File: src/design/tbnrd_pkg.sv
// Constants and register map of the token-bus node reset and diagnostics block
package tbnrd_pkg;
  // Clock and reset glitch filter
  localparam int CLK_PERIOD_PS = 8000;
  localparam int HW_RST_MIN_PS = 3200000;
  localparam int HW_RST_CYC = (HW_RST_MIN_PS + CLK_PERIOD_PS - 1) / CLK_PERIOD_PS;
  localparam int HW_RST_CW = 9;

  // Word offsets on the bus (byte addresses)
  localparam logic [5:0] OFS_CONFIG = 6'h00;
  localparam logic [5:0] OFS_SETUP = 6'h04;
  localparam logic [5:0] OFS_NODE_ID = 6'h08;
  localparam logic [5:0] OFS_PROBE_ID = 6'h0c;
  localparam logic [5:0] OFS_NEXT_ID = 6'h10;
  localparam logic [5:0] OFS_DIAG = 6'h14;
  localparam logic [5:0] OFS_STATUS = 6'h18;
  localparam logic [5:0] OFS_IMR = 6'h1c;
  localparam logic [5:0] OFS_CMD = 6'h20;

  // Configuration bits
  localparam int CFG_SOFT_RESET = 7;
  localparam int CFG_JOIN_EN = 5;
  // Setup bits
  localparam int SET_SHORT_LIMIT = 0;
  localparam int SET_EXT_ONE = 1;
  localparam int SET_EXT_TWO = 2;
  // Diagnostic status bits
  localparam int DG_SELF_REBUILD = 7;
  localparam int DG_DUPLICATE = 6;
  localparam int DG_LINE_ACT = 5;
  localparam int DG_FOREIGN = 4;
  localparam int DG_EXCESS = 3;
  localparam int DG_NEXT_CHG = 2;
  localparam int DG_PROBE = 1;
  // Status bits (interrupt sources gated by the mask)
  localparam int ST_XMIT_IDLE = 0;
  localparam int ST_EXCESS = 1;
  localparam int ST_RING_REBUILD = 2;
  localparam int ST_NEXT_CHG = 3;

  // Command codes written to the command register
  localparam logic [7:0] CMD_DISABLE_TX = 8'h01;
  localparam logic [7:0] CMD_CLEAR_FLAGS = 8'h02;
  localparam logic [7:0] CMD_ENABLE_TX = 8'h03;

  // Reset values
  localparam logic [7:0] RST_CONFIG = 8'h00;
  localparam logic [7:0] RST_SETUP = 8'h00;
  localparam logic [7:0] RST_IMR = 8'h00;
  localparam logic [7:0] RST_NODE_ID = 8'h00;
  localparam logic [7:0] RST_NEXT_ID = 8'h00;

  // Buffer RAM check pattern written at wake-up
  localparam logic [7:0] CHECK_PATTERN = 8'hd1;
  localparam logic [8:0] RAM_ADDR_PAT = 9'h000;
  localparam logic [8:0] RAM_ADDR_ID = 9'h001;

  // Refusal limits
  localparam logic [6:0] REFUSE_LONG_LAST = 7'h7f;
  localparam logic [6:0] REFUSE_SHORT_LAST = 7'h03;

  typedef enum logic [1:0] {TBNRD_RAM_IDLE, TBNRD_RAM_PAT, TBNRD_RAM_ID} tbnrd_ram_t;
endpackage

File: src/design/tbnrd_core.sv
// Reset, wake-up, initialization and network diagnostics of a token-bus node core
`timescale 1ns/100ps
module tbnrd_core
  import tbnrd_pkg::*;
(
  input wire logic clk_i, // Core clock, 125 MHz
  input wire logic rstn_i, // Power-on reset, async, active low
  input wire logic hw_reset_i, // Reset pin, active high, unfiltered
  input wire logic line_receive_input, // Receive line pin
  // Wishbone slave
  input wire logic wb_cyc_i, // Bus cycle
  input wire logic wb_stb_i, // Strobe
  input wire logic wb_we_i, // Write enable
  input wire logic [5:0] wb_adr_i, // Byte address
  input wire logic [3:0] wb_sel_i, // Byte lanes
  input wire logic [31:0] wb_dat_i, // Write data
  output logic [31:0] wb_dat_o, // Read data
  output logic wb_ack_o, // Acknowledge
  // Events from the line engine, same clock
  input wire logic tok_seen_i, // Token observed on the line, pulse
  input wire logic [7:0] tok_did_i, // Destination of observed token
  input wire logic tok_own_i, // Observed token was sent by this node
  input wire logic tok_resp_i, // Response to last observed token, pulse
  input wire logic tok_rcv_i, // This node received the token, pulse
  input wire logic ring_rebuild_flag_start_i, // Own token timer expired, pulse
  input wire logic net_ring_rebuild_flag_i, // Any reconfiguration seen, pulse
  input wire logic fbe_nak_i, // Free-buffer enquiry refused, pulse
  input wire logic fbe_ack_i, // Free-buffer enquiry accepted, pulse
  input wire logic succ_valid_i, // Successor identifier update, pulse
  input wire logic [7:0] succ_id_i, // New successor identifier
  // Core controls
  output logic core_reset_o, // Core held in reset
  output logic core_run_o, // Microcode may run
  output logic join_en_o, // Node may join and pass tokens
  output logic tx_drive_o, // Transmitter enabled
  output logic xmit_abort_o, // Abandon pending transmission, pulse
  output logic ram_we_o, // Buffer RAM write strobe
  output logic [8:0] ram_addr_o, // Buffer RAM address
  output logic [7:0] ram_data_o, // Buffer RAM data
  output logic host_irq_o // Interrupt to host, active high
);

  // Synchronisers for the two pins
  logic rst_meta;
  logic rst_sync;
  logic rx_meta;
  logic rx_sync;

  always_ff @(posedge clk_i or negedge rstn_i) begin
    if (!rstn_i) begin
      rst_meta <= 1'b0;
      rst_sync <= 1'b0;
      rx_meta <= 1'b0;
      rx_sync <= 1'b0;
    end else begin
      rst_meta <= hw_reset_i;
      rst_sync <= rst_meta;
      rx_meta <= line_receive_input;
      rx_sync <= rx_meta;
    end
  end

  // Glitch filter: reset only after the level held for the full count
  logic [HW_RST_CW-1:0] filt_cnt;
  logic hw_rst;
  wire filt_full = (filt_cnt == HW_RST_CW'(HW_RST_CYC - 1));

  always_ff @(posedge clk_i or negedge rstn_i) begin
    if (!rstn_i) begin
      filt_cnt <= '0;
      hw_rst <= 1'b0;
    end else if (!rst_sync) begin
      filt_cnt <= '0;
      hw_rst <= 1'b0;
    end else if (filt_full) begin
      hw_rst <= 1'b1;
    end else begin
      filt_cnt <= filt_cnt + HW_RST_CW'(1);
    end
  end

  // Registers
  logic [7:0] cfg_reg;
  logic [7:0] setup_reg;
  logic [7:0] imr_reg;
  logic [7:0] node_id_register;
  logic [7:0] probe_id;
  logic [7:0] next_id;
  logic self_rebuild_flag;
  logic duplicate_address_flag;
  logic line_activity_flag;
  logic foreign_pass_flag;
  logic excess_refusal_flag;
  logic next_changed_flag;
  logic probe_match_flag;
  logic ring_rebuild_flag;
  logic xmit_idle_flag;
  logic own_pending;
  logic probe_pending;
  logic [6:0] refuse_cnt;

  wire soft_rst = cfg_reg[CFG_SOFT_RESET];
  wire any_rst = soft_rst | hw_rst;
  wire awake = (node_id_register != 8'h00) & ~any_rst;
  wire joined = awake & cfg_reg[CFG_JOIN_EN];

  // Bus decode; an access is taken on the edge that raises ack
  wire req = wb_cyc_i & wb_stb_i & ~wb_ack_o;
  wire wr = req & wb_we_i & wb_sel_i[0];
  wire rd = req & ~wb_we_i;
  wire wr_cfg = wr & (wb_adr_i == OFS_CONFIG);
  wire wr_setup = wr & (wb_adr_i == OFS_SETUP);
  wire wr_node = wr & (wb_adr_i == OFS_NODE_ID);
  wire wr_probe = wr & (wb_adr_i == OFS_PROBE_ID);
  wire wr_imr = wr & (wb_adr_i == OFS_IMR);
  wire wr_cmd = wr & (wb_adr_i == OFS_CMD);
  wire rd_diag = rd & (wb_adr_i == OFS_DIAG);
  wire [7:0] wdat = wb_dat_i[7:0];
  wire cmd_dis_tx = wr_cmd & (wdat == CMD_DISABLE_TX);
  wire cmd_clr = wr_cmd & (wdat == CMD_CLEAR_FLAGS);
  wire cmd_en_tx = wr_cmd & (wdat == CMD_ENABLE_TX);

  // Network events qualified by the wake state
  wire foreign_tok = awake & tok_seen_i & ~tok_own_i;
  wire own_match = foreign_tok & (tok_did_i == node_id_register);
  wire probe_hit = foreign_tok & (tok_did_i == probe_id);
  wire dup_set = awake & tok_resp_i & (own_pending | own_match);
  wire probe_set = awake & tok_resp_i & (probe_pending | probe_hit);
  wire self_set = joined & ring_rebuild_flag_start_i;
  wire ring_set = awake & (net_ring_rebuild_flag_i | self_set);
  wire succ_chg = awake & succ_valid_i & (succ_id_i != next_id);
  wire [6:0] refuse_last = setup_reg[SET_SHORT_LIMIT] ? REFUSE_SHORT_LAST
                                                       : REFUSE_LONG_LAST;
  wire refuse_wrap = joined & fbe_nak_i & (refuse_cnt == refuse_last);

  wire [7:0] diag_val = {self_rebuild_flag, duplicate_address_flag, line_activity_flag,
                         foreign_pass_flag, excess_refusal_flag, next_changed_flag,
                         probe_match_flag, 1'b0};
  wire [7:0] stat_val = {4'h0, next_changed_flag, ring_rebuild_flag,
                         excess_refusal_flag, xmit_idle_flag};
  logic [7:0] rd_mux;

  always_comb begin
    case (wb_adr_i)
      OFS_CONFIG: rd_mux = cfg_reg;
      OFS_SETUP: rd_mux = setup_reg;
      OFS_NODE_ID: rd_mux = node_id_register;
      OFS_PROBE_ID: rd_mux = probe_id;
      OFS_NEXT_ID: rd_mux = next_id;
      OFS_DIAG: rd_mux = diag_val;
      OFS_STATUS: rd_mux = stat_val;
      OFS_IMR: rd_mux = imr_reg;
      default: rd_mux = 8'h00;
    endcase
  end

  // Bus answer: one wait state, ack for exactly one cycle, unmapped reads zero
  always_ff @(posedge clk_i or negedge rstn_i) begin
    if (!rstn_i) begin
      wb_ack_o <= 1'b0;
      wb_dat_o <= 32'h0000_0000;
    end else begin
      wb_ack_o <= req;
      if (rd) begin
        wb_dat_o <= {24'h00_0000, rd_mux};
      end
    end
  end

  // Registers that survive software reset; only the filtered pin and the power-on reset clear them
  always_ff @(posedge clk_i or negedge rstn_i) begin
    if (!rstn_i) begin
      cfg_reg <= RST_CONFIG;
      setup_reg <= RST_SETUP;
      imr_reg <= RST_IMR;
    end else if (hw_rst) begin
      cfg_reg <= RST_CONFIG;
      setup_reg <= RST_SETUP;
      imr_reg <= RST_IMR;
    end else begin
      if (wr_cfg) cfg_reg <= wdat;
      if (wr_setup) setup_reg <= wdat;
      if (wr_imr) imr_reg <= wdat;
    end
  end

  // Identifiers and successor
  always_ff @(posedge clk_i or negedge rstn_i) begin
    if (!rstn_i) begin
      node_id_register <= RST_NODE_ID;
      probe_id <= RST_NODE_ID;
      next_id <= RST_NEXT_ID;
    end else if (any_rst) begin
      node_id_register <= RST_NODE_ID;
      probe_id <= RST_NODE_ID;
      next_id <= RST_NEXT_ID;
    end else begin
      if (wr_node) node_id_register <= wdat;
      if (wr_probe) probe_id <= wdat;
      if (succ_chg) next_id <= succ_id_i;
    end
  end

  // Pending token matches, closed by a response or by the next token on the line
  always_ff @(posedge clk_i or negedge rstn_i) begin
    if (!rstn_i) begin
      own_pending <= 1'b0;
      probe_pending <= 1'b0;
    end else if (any_rst || wr_node || wr_probe) begin
      own_pending <= 1'b0;
      probe_pending <= 1'b0;
    end else if (tok_seen_i) begin
      own_pending <= own_match & ~tok_resp_i;
      probe_pending <= probe_hit & ~tok_resp_i;
    end else if (tok_resp_i) begin
      own_pending <= 1'b0;
      probe_pending <= 1'b0;
    end
  end

  // Diagnostic flags: an event in the clearing cycle wins over the clear
  always_ff @(posedge clk_i or negedge rstn_i) begin
    if (!rstn_i) begin
      self_rebuild_flag <= 1'b0;
      duplicate_address_flag <= 1'b0;
      line_activity_flag <= 1'b0;
      foreign_pass_flag <= 1'b0;
      next_changed_flag <= 1'b0;
      probe_match_flag <= 1'b0;
    end else if (any_rst) begin
      self_rebuild_flag <= 1'b0;
      duplicate_address_flag <= 1'b0;
      line_activity_flag <= 1'b0;
      foreign_pass_flag <= 1'b0;
      next_changed_flag <= 1'b0;
      probe_match_flag <= 1'b0;
    end else begin
      if (self_set) self_rebuild_flag <= 1'b1;
      else if (rd_diag) self_rebuild_flag <= 1'b0;
      if (dup_set) duplicate_address_flag <= 1'b1;
      else if (rd_diag) duplicate_address_flag <= 1'b0;
      if (rx_sync) line_activity_flag <= 1'b1;
      else if (rd_diag) line_activity_flag <= 1'b0;
      if (foreign_tok) foreign_pass_flag <= 1'b1;
      else if (rd_diag) foreign_pass_flag <= 1'b0;
      if (succ_chg) next_changed_flag <= 1'b1;
      else if (rd_diag) next_changed_flag <= 1'b0;
      if (probe_set) probe_match_flag <= 1'b1;
      else if (rd_diag || wr_probe) probe_match_flag <= 1'b0;
    end
  end

  // Refusal counter wraps so the flag can fire again after clearing
  always_ff @(posedge clk_i or negedge rstn_i) begin
    if (!rstn_i) begin
      refuse_cnt <= 7'h00;
      excess_refusal_flag <= 1'b0;
      ring_rebuild_flag <= 1'b0;
    end else if (any_rst) begin
      refuse_cnt <= 7'h00;
      excess_refusal_flag <= 1'b0;
      ring_rebuild_flag <= 1'b0;
    end else begin
      if (fbe_ack_i || cmd_dis_tx) begin
        refuse_cnt <= 7'h00;
      end else if (refuse_wrap) begin
        refuse_cnt <= 7'h00;
      end else if (joined && fbe_nak_i) begin
        refuse_cnt <= refuse_cnt + 7'h01;
      end
      if (refuse_wrap) excess_refusal_flag <= 1'b1;
      else if (cmd_clr) excess_refusal_flag <= 1'b0;
      if (ring_set) ring_rebuild_flag <= 1'b1;
      else if (cmd_clr) ring_rebuild_flag <= 1'b0;
    end
  end

  // Transmit availability: abandon now, report idle at the next token
  logic abandon_wait;

  always_ff @(posedge clk_i or negedge rstn_i) begin
    if (!rstn_i) begin
      xmit_idle_flag <= 1'b1;
      abandon_wait <= 1'b0;
      xmit_abort_o <= 1'b0;
    end else if (any_rst) begin
      xmit_idle_flag <= 1'b1;
      abandon_wait <= 1'b0;
      xmit_abort_o <= 1'b0;
    end else begin
      xmit_abort_o <= cmd_dis_tx;
      if (cmd_en_tx) begin
        xmit_idle_flag <= 1'b0;
        abandon_wait <= 1'b0;
      end else if (cmd_dis_tx) begin
        abandon_wait <= 1'b1;
      end else if (abandon_wait && tok_rcv_i) begin
        xmit_idle_flag <= 1'b1;
        abandon_wait <= 1'b0;
      end
    end
  end

  // Wake-up check writes into buffer RAM
  tbnrd_ram_t ram_st;
  tbnrd_ram_t next_ram_st;

  always_comb begin
    case (ram_st)
      TBNRD_RAM_IDLE: next_ram_st = wr_node ? TBNRD_RAM_PAT : TBNRD_RAM_IDLE;
      TBNRD_RAM_PAT: next_ram_st = TBNRD_RAM_ID;
      TBNRD_RAM_ID: next_ram_st = wr_node ? TBNRD_RAM_PAT : TBNRD_RAM_IDLE;
      default: next_ram_st = TBNRD_RAM_IDLE;
    endcase
  end

  always_ff @(posedge clk_i or negedge rstn_i) begin
    if (!rstn_i) begin
      ram_st <= TBNRD_RAM_IDLE;
      ram_we_o <= 1'b0;
      ram_addr_o <= RAM_ADDR_PAT;
      ram_data_o <= 8'h00;
    end else if (any_rst) begin
      ram_st <= TBNRD_RAM_IDLE;
      ram_we_o <= 1'b0;
    end else begin
      ram_st <= next_ram_st;
      ram_we_o <= (next_ram_st != TBNRD_RAM_IDLE);
      if (next_ram_st == TBNRD_RAM_PAT) begin
        ram_addr_o <= RAM_ADDR_PAT;
        ram_data_o <= CHECK_PATTERN;
      end else if (next_ram_st == TBNRD_RAM_ID) begin
        ram_addr_o <= RAM_ADDR_ID;
        ram_data_o <= node_id_register;
      end
    end
  end

  // Registered control and interrupt outputs
  always_ff @(posedge clk_i or negedge rstn_i) begin
    if (!rstn_i) begin
      core_reset_o <= 1'b1;
      core_run_o <= 1'b0;
      join_en_o <= 1'b0;
      tx_drive_o <= 1'b0;
      host_irq_o <= 1'b0;
    end else begin
      core_reset_o <= any_rst;
      core_run_o <= awake;
      join_en_o <= joined;
      tx_drive_o <= joined & ~abandon_wait;
      host_irq_o <= |(stat_val & imr_reg);
    end
  end

endmodule

File: config.mk
export PLATFORM = sky130hd
export DESIGN_NAME = tbnrd_core
export DESIGN_NICKNAME = d
export VERILOG_FILES = /design/src/design/tbnrd_pkg.sv /design/src/design/tbnrd_core.sv
export SDC_FILE = /design/constraint.sdc
export NUM_CORES = 1
export LEC_CHECK = 0
export BUFFER_PORTS_ARGS = -buffer_cell sky130_fd_sc_hd__buf_2
export CAP_MARGIN = 20
export CORE_AREA = 2 2 111 113
export DETAILED_ROUTE_END_ITERATION = 10
export DIE_AREA = 0 0 113 115
export GPL_TIMING_DRIVEN = 0
export PLACE_DENSITY_LB_ADDON = 0.3
export SLEW_MARGIN = 30
export SYNTH_ARGS = -nofsm -noshare
export SYNTH_HDL_FRONTEND = slang
export SYNTH_SLANG_ARGS = --single-unit
File: constraint.sdc
create_clock -name clk_i -period 1.9 [get_ports clk_i]
set_input_delay 0.57 -clock clk_i [delete_from_list [all_inputs] [get_ports clk_i]]
set_output_delay 0.57 -clock clk_i [all_outputs]
set_load 0.02 [all_outputs]
== After elaboration in Yosys (flattened, before gate mapping) ==
Cells that the tools add are included.

* Bits in registers: 116
* Bits in latches: 0
* Bits in writable memories: 0
* ROM bits: 0
* Bits of input ports: 74
* Output and inout bits: 57
* Word-level logic and storage cells: 202
* Memories kept: 0

* Add/subtract/negate cells: 2
* Multipliers: 0
* Divide/modulo/power cells: 0
* Magnitude comparators: 0
* Eq/ne operators: 23
* Shift-type cells: 0
* Multiplexer cells: 63
* Bitwise operators: 44
* Reductions and logical operators: 33

{| class="wikitable"
|+ Operators with widths
! cell !! number
|-
| 8-bit two-way mux || 14
|-
| 8-bit case mux with 8 select lines || 1
|-
| 1-bit two-way mux || 37
|-
| 9-bit two-way mux || 4
|-
| 7-bit two-way mux || 5
|-
| 1-bit bitwise AND || 33
|-
| 3-bit nonzero test || 10
|-
| 6-bit by 5-bit == test with 1-bit output (second input constant) || 4
|-
| 8-bit by 2-bit == test with 1-bit output (second input constant) || 2
|-
| 8-bit == test || 2
|-
| 2-bit nonzero test || 8
|-
| 6-bit by 4-bit == test with 1-bit output (second input constant) || 2
|-
| 9-bit by 1-bit adder with 9-bit output (second input constant) || 1
|-
| 9-bit == test (second input constant) || 1
|-
| 4-bit by 8-bit bitwise AND with 8-bit output || 1
|-
| 8-bit by 1-bit == test with 1-bit output (second input constant) || 1
|-
| 8-bit != test || 1
|-
| 4-bit nonzero test || 2
|-
| 8-bit nonzero test || 1
|-
| 8-bit OR reduction || 1
|-
| 7-bit by 1-bit adder with 7-bit output (second input constant) || 1
|-
| 7-bit == test || 1
|-
| 6-bit by 3-bit == test with 1-bit output (second input constant) || 1
|-
| 6-bit == test (second input constant) || 1
|-
| other kinds (15) || 30
|}

== Longest topological paths before layout ==
Gate-level depths: netlist (run 1).

* Word-level depth: 10
* Mapped depth: 8
* Depth with buffers taken out: 6

== Worst setup path before layout (run 1) ==
Ideal clock, no wire load.

* Path kind: input to register
* Start: input wb_adr_i[5]
* End: register ram_addr_o[0]
* Library setup time: 122 ps
* Arrival time: 2044 ps
* Required time: 1778 ps
* Slack: -265 ps
* Stages on the path: 7
* Path buffers: 2
* Path through: or4_4 buf_6 nor3b_4 and2b_2 buf_6 nor3b_4 nor2_1

* Word-level cells in the longest chain between the ends: 7
* Elaborated cells on any way between the ends: 9
* Those cells by class: eq/ne: 3; mux: 3; bitwise: 1; reduce/logical: 2

{| class="wikitable"
|+ Ends and longest elaborated chain
! what !! RTL line !! source
|-
| start: declaration || tbnrd_core.sv:14 || <nowiki>input wire logic [5:0] wb_adr_i,</nowiki>
|-
| 6-bit by 4-bit == test with 1-bit output (*) || tbnrd_core.sv:113 || <nowiki>wire wr_node = wr & (wb_adr_i == OFS_NODE_ID);</nowiki>
|-
| 1-bit bitwise AND (*) || tbnrd_core.sv:113 ||
|-
| 1-bit two-way mux (*) || tbnrd_core.sv:310, tbnrd_core.sv:312 ||
|-
| 2-bit case mux with 2 select lines (*) || tbnrd_core.sv:309 || <nowiki>case (ram_st)</nowiki>
|-
| 2-bit by 1-bit == test with 1-bit output or 2-bit == test (tied branches) || tbnrd_core.sv:329, tbnrd_core.sv:332 ||
|-
| 2-bit nonzero test (no line) || n/a ||
|-
| 2-bit AND reduction (no line) || n/a ||
|-
| end signal: assignment || tbnrd_core.sv:321 || <nowiki>ram_addr_o <= RAM_ADDR_PAT;</nowiki>
|-
| end signal: assignment || tbnrd_core.sv:330 || <nowiki>ram_addr_o <= RAM_ADDR_PAT;</nowiki>
|-
| end signal: assignment || tbnrd_core.sv:333 || <nowiki>ram_addr_o <= RAM_ADDR_ID;</nowiki>
|-
| end: declaration || tbnrd_core.sv:38 || <nowiki>output logic [8:0] ram_addr_o,</nowiki>
|}

Mark *: on every way between the ends. The rest lies on a longest branch, timed or not.
A chain may end at the register's enable or synchronous reset.

== Worst setup path in the final report (run 1) ==
* Start: input wb_adr_i[5]
* End: register node_id_register[6]

* Word-level cells in the longest chain between the ends: 3

{| class="wikitable"
|+ Ends and longest elaborated chain
! what !! RTL line !! source
|-
| 6-bit by 4-bit == test with 1-bit output || tbnrd_core.sv:113 ||
|-
| 1-bit bitwise AND || tbnrd_core.sv:113 ||
|-
| 2-bit nonzero test (no line) || n/a ||
|-
| end signal: assignment || tbnrd_core.sv:198 || <nowiki>if (wr_node) node_id_register <= wdat;</nowiki>
|-
| end: declaration || tbnrd_core.sv:86 || <nowiki>logic [7:0] node_id_register;</nowiki>
|}

Every way passes these cells.

==> impl_metrics.json, run 1 <==
{
  "power_leakage_nw": 3.34,
  "hold_slack_ns": 0.170,
  "fill_cells": 1014,
  "crit_chain": "buf_6 -> or4_4 -> nor3b_4 -> and2b_2 -> bufbuf_16 -> mux2i_1 -> nor2_1",
  "hp-class": "in -> async",
  "root_buffer": "clkbuf_16",
  "max_freq_ghz": 0.517,
  "synthCells": 553,
  "dp_cells": 802,
  "fin_ws_ns": -0.0359,
  "hold_buffers": 0,
  "place_congestion": 0.912,
  "irDropWorstVdd_v": 0.000576,
  "crit_required_ns": 2.11,
  "synth_area_mm2": 0.00563,
  "synthFlopType": "dfrtp_1",
  "detail_route.wl_per_cell_um": 17.9,
  "fp-row-count": 40,
  "power.share.clock_pct": 32.7,
  "seq_power_share_pct": 51.1,
  "cp_slowest_stage_delay_ns": 0.57,
  "rsz0062_at_grt": "true",
  "yosys-top-cells-count": "dfrtp_1, nand2_1, nor2_1, a21oi_1, mux2i_1",
  "synth-seq-cells": 108,
  "ios": 131,
  "grt_util_met3_pct": 4.43,
  "path_delay_family": "simple AND/OR/NAND/NOR gates",
  "synth_top_area_cell": "dfrtp_1",
  "core_mm2": 0.0118,
  "clk_path_buf_depth": 2,
  "num_vias": 4670,
  "synthDistinctLibCells": 59,
  "start_util_pct": 47.7,
  "die_w_um": 113,
  "pwr-share-comb_pct": 16.2,
  "fin_setup_tns_ns": -0.115,
  "synth-edff-count": 0,
  "grt_max_degree": 59,
  "tightest_slew_ns": 0.588,
  "p_per_area_mw_per_mm2": 747,
  "critical-path-slowest-cell": "or4_4",
  "clock_skew_ns": 0.00927,
  "top_register": "filt_cnt",
  "drtIter0Drc": 429,
  "antenna_found_initial": 0,
  "first_global_vias": 4441,
  "top_usage_layer": "met2",
  "grt.overflow.total": 0,
  "cap_violations": 0,
  "end_kind": "register",
  "chipHeight_um": 115,
  "port-buffer-count": 69,
  "cts_buffers": 9,
  "totalWireLength_um": 14900,
  "viasPerCell": 5.63,
  "numClockSinks": 108,
  "syn_avg_cell_area_um2": 10.2,
  "ys_warn_count": 0,
  "ys_seq_area_share_pct": 48.0,
  "clkLatencyLatePin_ns": 0.35,
  "worstSetupPathType": "in -> reg",
  "crit_buf_inv": 2,
  "post-route-period-util_pct": 102,
  "syn2layout_area_growth_pct": 23.8,
  "grt_first_pass_wirelength_um": 23800,
  "violations": "design-rule violations, negative setup slack",
  "drive_gt1_share_pct": 28.6,
  "largest_reg_flops": 9,
  "cp.arrival_ns": 2.15,
  "cts_max_level": 3,
  "outcome": "complete, but fails checks",
  "post-synth-top-count-cell": "dfrtp_1",
  "switching_share_pct": 28.2,
  "period_needed_ns": 1.94,
  "grtUsageTotal_pct": 23.8,
  "dp_slack_ns": -0.570,
  "maxSlewViolCount": 0,
  "internal_power_w": 0.00374,
  "synth_area_leaders": "dfrtp_1, mux2i_1, buf_4, nand2_1, xor2_1",
  "use_met2_pct": 38.4,
  "hold_viol_final": 0,
  "synth-async-reset-ratio_pct": 100,
  "path_clk_slew_ns": 0.06,
  "instances_no_fill": 830,
  "finish.utilization_pct": 59.1,
  "cts_tree": "built",
  "ant_nets": 0,
  "setup_viol": 6,
  "yosysTopAreaCellShare_pct": 47.1,
  "grtUsageMet1_pct": 32.7,
  "cp-start-kind": "primary input",
  "nets": 754,
  "dieArea_mm2": 0.0130,
  "antenna_cells": 0,
  "relSlewSlack_pct": 60.8,
  "drc": 8,
  "p_sw_w": 0.00147,
  "first_pass_iters": 8,
  "crit_fanout": 5,
  "place_hpwl_um": 10600
}
-- through the flow --
stage               area (um2)  total power, W
detailed placement        6370         0.00349
floorplan                 5800         0.00316
CTS                       6880         0.00522
global route              6980         0.00545
global placement          6330         0.00344
finish                    6980         0.00521
-- per-layer routing --
metal | wire, um | part of all wire (%) | vias to the layer above
li1 | - | - | 2141
met1 | 6310 | 42 | 2300
met2 | 7220 | 48 | 206
met3 | 1120 | 7.5 | 23
met4 | 254 | 1.7 | 0
met5 | 0 | 0 | -
-- final timing paths --
kind	from	end	slack, ns	cells after the start
hold / removal	rstn_i	next_id[5]$_DFFE_PN0P_	0.17	1
setup / recovery	wb_adr_i[5]	node_id_register[6]$_DFFE_PN0P_	-0.04	7
hold reg to reg	rst_meta$_DFF_PN0_	rst_sync$_DFF_PN0_	0.35	0
min in group clk_i	line_receive_input	rx_meta$_DFF_PN0_	0.33	1
setup reg to reg	wb_ack_o$_DFF_PN0_	probe_id[6]$_DFFE_PN0P_	0.06	6
max in group asynchronous	rstn_i	core_reset_o$_DFF_PN1_	1.04	2
-- power by group through the flow --
stage	Sequential [W]	Combinational, W	Clock, W
after floorplan	0.00266	0.000504	0
after global placement	0.00269	0.000756	0
after detailed placement	0.00270	0.000793	0
after CTS	0.00265	0.000819	0.00175
after global routing	0.00268	0.000931	0.00184
final	0.00266	0.000846	0.00171
-- placed cells by master, fill, tap and decap left out, types with 4 or more instances in the layout --
cell type	n
nor3_1	4
nor2b_1	6
nand3_1	10
a221oi_1	8
mux2i_1	40
nand4_1	4
a21boi_0	4
a22o_1	12
inv_1	15
buf_6	4
mux2_2	4
nor4_4	5
a31oi_1	4
a21o_1	7
nor4_1	7
and2_1	5
a21oi_2	5
nor2_1	41
nand2b_1	6
buf_2	67
a22oi_1	7
mux4_2	6
conb_1	32
or3_1	5
nand2_1	56
clkbuf_16	9
o21ai_0	9
clkbuf_1	12
a21oi_1	35
xor2_1	25
nand2_2	5
o22ai_1	4
buf_4	50
dfrtp_1	105
-- cells by family after synthesis --
logic type                 synth area share (%)
and+or+nand+nor                            16.4
AOI/OAI and AO/OA                          13.1
DFF                                        48.0
buffers and inverters                      7.22
muxes                                      10.3
xor gates and xnor gates                   4.35
adders and majority gates                 0.444
other                                    0.0666
-- what timing repair did --
| item | in CTS | in global routing |
|---|---|---|
| endpoints found under the setup margin | 77 | 72 |
| pin swaps | 7 | 13 |
| setup buffers | 10 | 6 |
| gates cloned | 1 | 1 |
| endpoints found under the hold margin | 0 | 0 |
| resized for setup | 24 | 24 |
-- cell type report --
cell class	count	area, um2	share of cell area [%]
inverter	15	56.3	0.807
tap	147	184	2.64
sequential	108	2710	38.8
buffer	50	340	4.88
multi-input combinational	405	2840	40.7
timing repair buffer	89	586	8.39
clock buffer	12	236	3.39
clock inverter	4	28.8	0.413
Note: power is estimated with default switching activity, not from simulation.
==> run 2: changes to the inputs <==
- CORE_AREA: 2 2 111 113 -> 5 5 114 116
- DIE_AREA: 0 0 113 115 -> 0 0 119 121
==> impl_metrics.json, run 2 (same netlist as run 1, synthesis figures left out) <==
{
  "rsz0062_at_grt": "true",
  "instances_no_fill": 835,
  "detail_route.wl_per_cell_um": 17.9,
  "layout_common_cells": "dfrtp_1, buf_2, buf_4",
  "drtIter0Drc": 410,
  "final_common_cell": "dfrtp_1",
  "syn2layout_area_growth_pct": 27.9,
  "cts_max_level": 3,
  "hold_buffers": 0,
  "end_kind": "register",
  "core_mm2": 0.0118,
  "clkLatencyLatePin_ns": 0.35,
  "grt.overflow.total": 0,
  "p_per_area_mw_per_mm2": 759,
  "maxSlewViolCount": 0,
  "fin_ws_ns": -0.0657,
  "fp-row-count": 40,
  "port-buffer-count": 69,
  "hp-class": "in -> async",
  "tightest_slew_ns": 0.610,
  "clock_skew_ns": 0.00632,
  "rrSetupSlack_ns": 0.05,
  "max_freq_ghz": 0.509,
  "largest_reg_flops": 9,
  "worstSetupPathType": "in -> reg",
  "clk_path_buf_depth": 2,
  "grtUsageTotal_pct": 21.2,
  "dp_cells": 801,
  "start_util_pct": 47.7,
  "relSlewSlack_pct": 59.3,
  "cap_violations": 0,
  "cp-start-kind": "primary input",
  "grt_first_pass_wirelength_um": 24100,
  "hold_viol_final": 0,
  "die_w_um": 119,
  "drive_gt1_share_pct": 32.6,
  "num_vias": 4654,
  "dieArea_mm2": 0.0144,
  "totalWireLength_um": 15000,
  "crit_required_ns": 2.10,
  "ios": 131,
  "violations": "negative setup slack",
  "setup_viol": 18,
  "first_pass_iters": 6,
  "rr_worst_depth": 6,
  "post-route-period-util_pct": 103,
  "period_needed_ns": 1.97,
  "antenna_found_initial": 0,
  "place_congestion": 0.898,
  "path_clk_slew_ns": 0.07,
  "crit_fanout": 4,
  "antenna_cells": 0,
  "nets": 759,
  "reg2reg_from": "node_id_register[4]$_DFFE_PN0P_",
  "top_register": "filt_cnt",
  "chipHeight_um": 121,
  "root_buffer": "clkbuf_16",
  "cp.arrival_ns": 2.16,
  "hold_slack_ns": 0.208,
  "ant_nets": 0,
  "numClockSinks": 108,
  "place_hpwl_um": 10600,
  "viasPerCell": 5.57,
  "cts_tree": "built",
  "power_leakage_nw": 3.41,
  "grt_max_degree": 62,
  "regToRegEndpoint": "probe_match_flag$_DFFE_PN0P_",
  "first_global_vias": 4593,
  "cts_buffers": 9,
  "fin_setup_tns_ns": -0.559,
  "irDropWorstVdd_v": 0.000513,
  "outcome": "complete, but fails checks",
  "finish.utilization_pct": 61.0,
  "drc": 0
}
## run 2: cell count changes in the layout (fill, tap and decap cells not counted), sizes merged
cell / before / now
bufbuf: 1 / 0
bufinv: 0 / 1
clkinvlp: 2 / 4
clkinv: 2 / 0
buf: 124 / 131
clkbuf: 26 / 24
## run 2: what timing repair did
item | in CTS | in global routing
cloned | 2 | 0
endpoints found under the setup margin | 80 | 76
setup buffers | 14 | 8
resized for setup | 40 | 41
hold endpoints to repair | 0 | 0
pin swaps | 14 | 15
## run 2: how the worst max path moves through the flow
stage | from | endpoint | slack [ns] | depth (start not counted)
CTS | wb_adr_i[5] | cfg_reg[7]$_DFFE_PN0P_ | -0.05 | 7
floorplan | wb_adr_i[5] | node_id_register[0]$_DFFE_PN0P_ | -0.24 | 7
detailed placement | hw_rst$_DFFE_PN0P_ | next_id[7]$_DFFE_PN0P_ | -0.61 | 8
finish | wb_adr_i[0] | probe_id[0]$_DFFE_PN0P_ | -0.07 | 8
global route | wb_adr_i[0] | probe_id[0]$_DFFE_PN0P_ | -0.08 | 8
global placement | rstn_i | ram_data_o[5]$_DFFE_PN0P_ | -0.92 | 1
## run 2: worst max-delay path, cell delays in order
cell	delay [ns]
buf_8	0.10
or4_4	0.58
buf_12	0.16
buf_6	0.11
or3_4	0.39
buf_8	0.15
nand2_2	0.05
a21oi_1	0.06
## run 2: through the flow
| step | setup WS (ns) | cell area, um2 | total power, W |
|---|---|---|---|
| finish | -0.0657 | 7200 | 0.00546 |
| floorplan | -0.238 | 5800 | 0.00316 |
| CTS | -0.0528 | 7030 | 0.00547 |
| detailed placement | -0.610 | 6360 | 0.00349 |
| global placement | -0.924 | 6330 | 0.00345 |
| global route | -0.0843 | 7200 | 0.00570 |
## run 2: cell type report
type	count	area, um2
buffer	50	338
clock buffer	11	253
clock inverter	5	60.1
fill	959	4610
inverter	15	56.3
multi-input combinational	405	2950
sequential	108	2710
tap	147	184
timing repair buffer	94	653
## run 2: metal layers
metal / vias to the layer above / share of wire, % / global-route usage (%)
met5: - / 0 / 0
met4: 0 / 1.8 / 7.10
met3: 23 / 9.2 / 6.20
met2: 196 / 48 / 33.6
met1: 2270 / 41 / 28.0
li1: 2165 / - / -
## run 2: report_power, final
| part | total, W | switching, W | leakage [nW] | internal, W |
|---|---|---|---|---|
| sequential | 0.00267 | 0.000194 | 1.44 | 0.00247 |
| clock | 0.00194 | 0.000842 | 0.140 | 0.00109 |
| combinational | 0.000862 | 0.000471 | 1.82 | 0.000390 |
| total | 0.00546 | 0.00151 | 3.41 | 0.00396 |
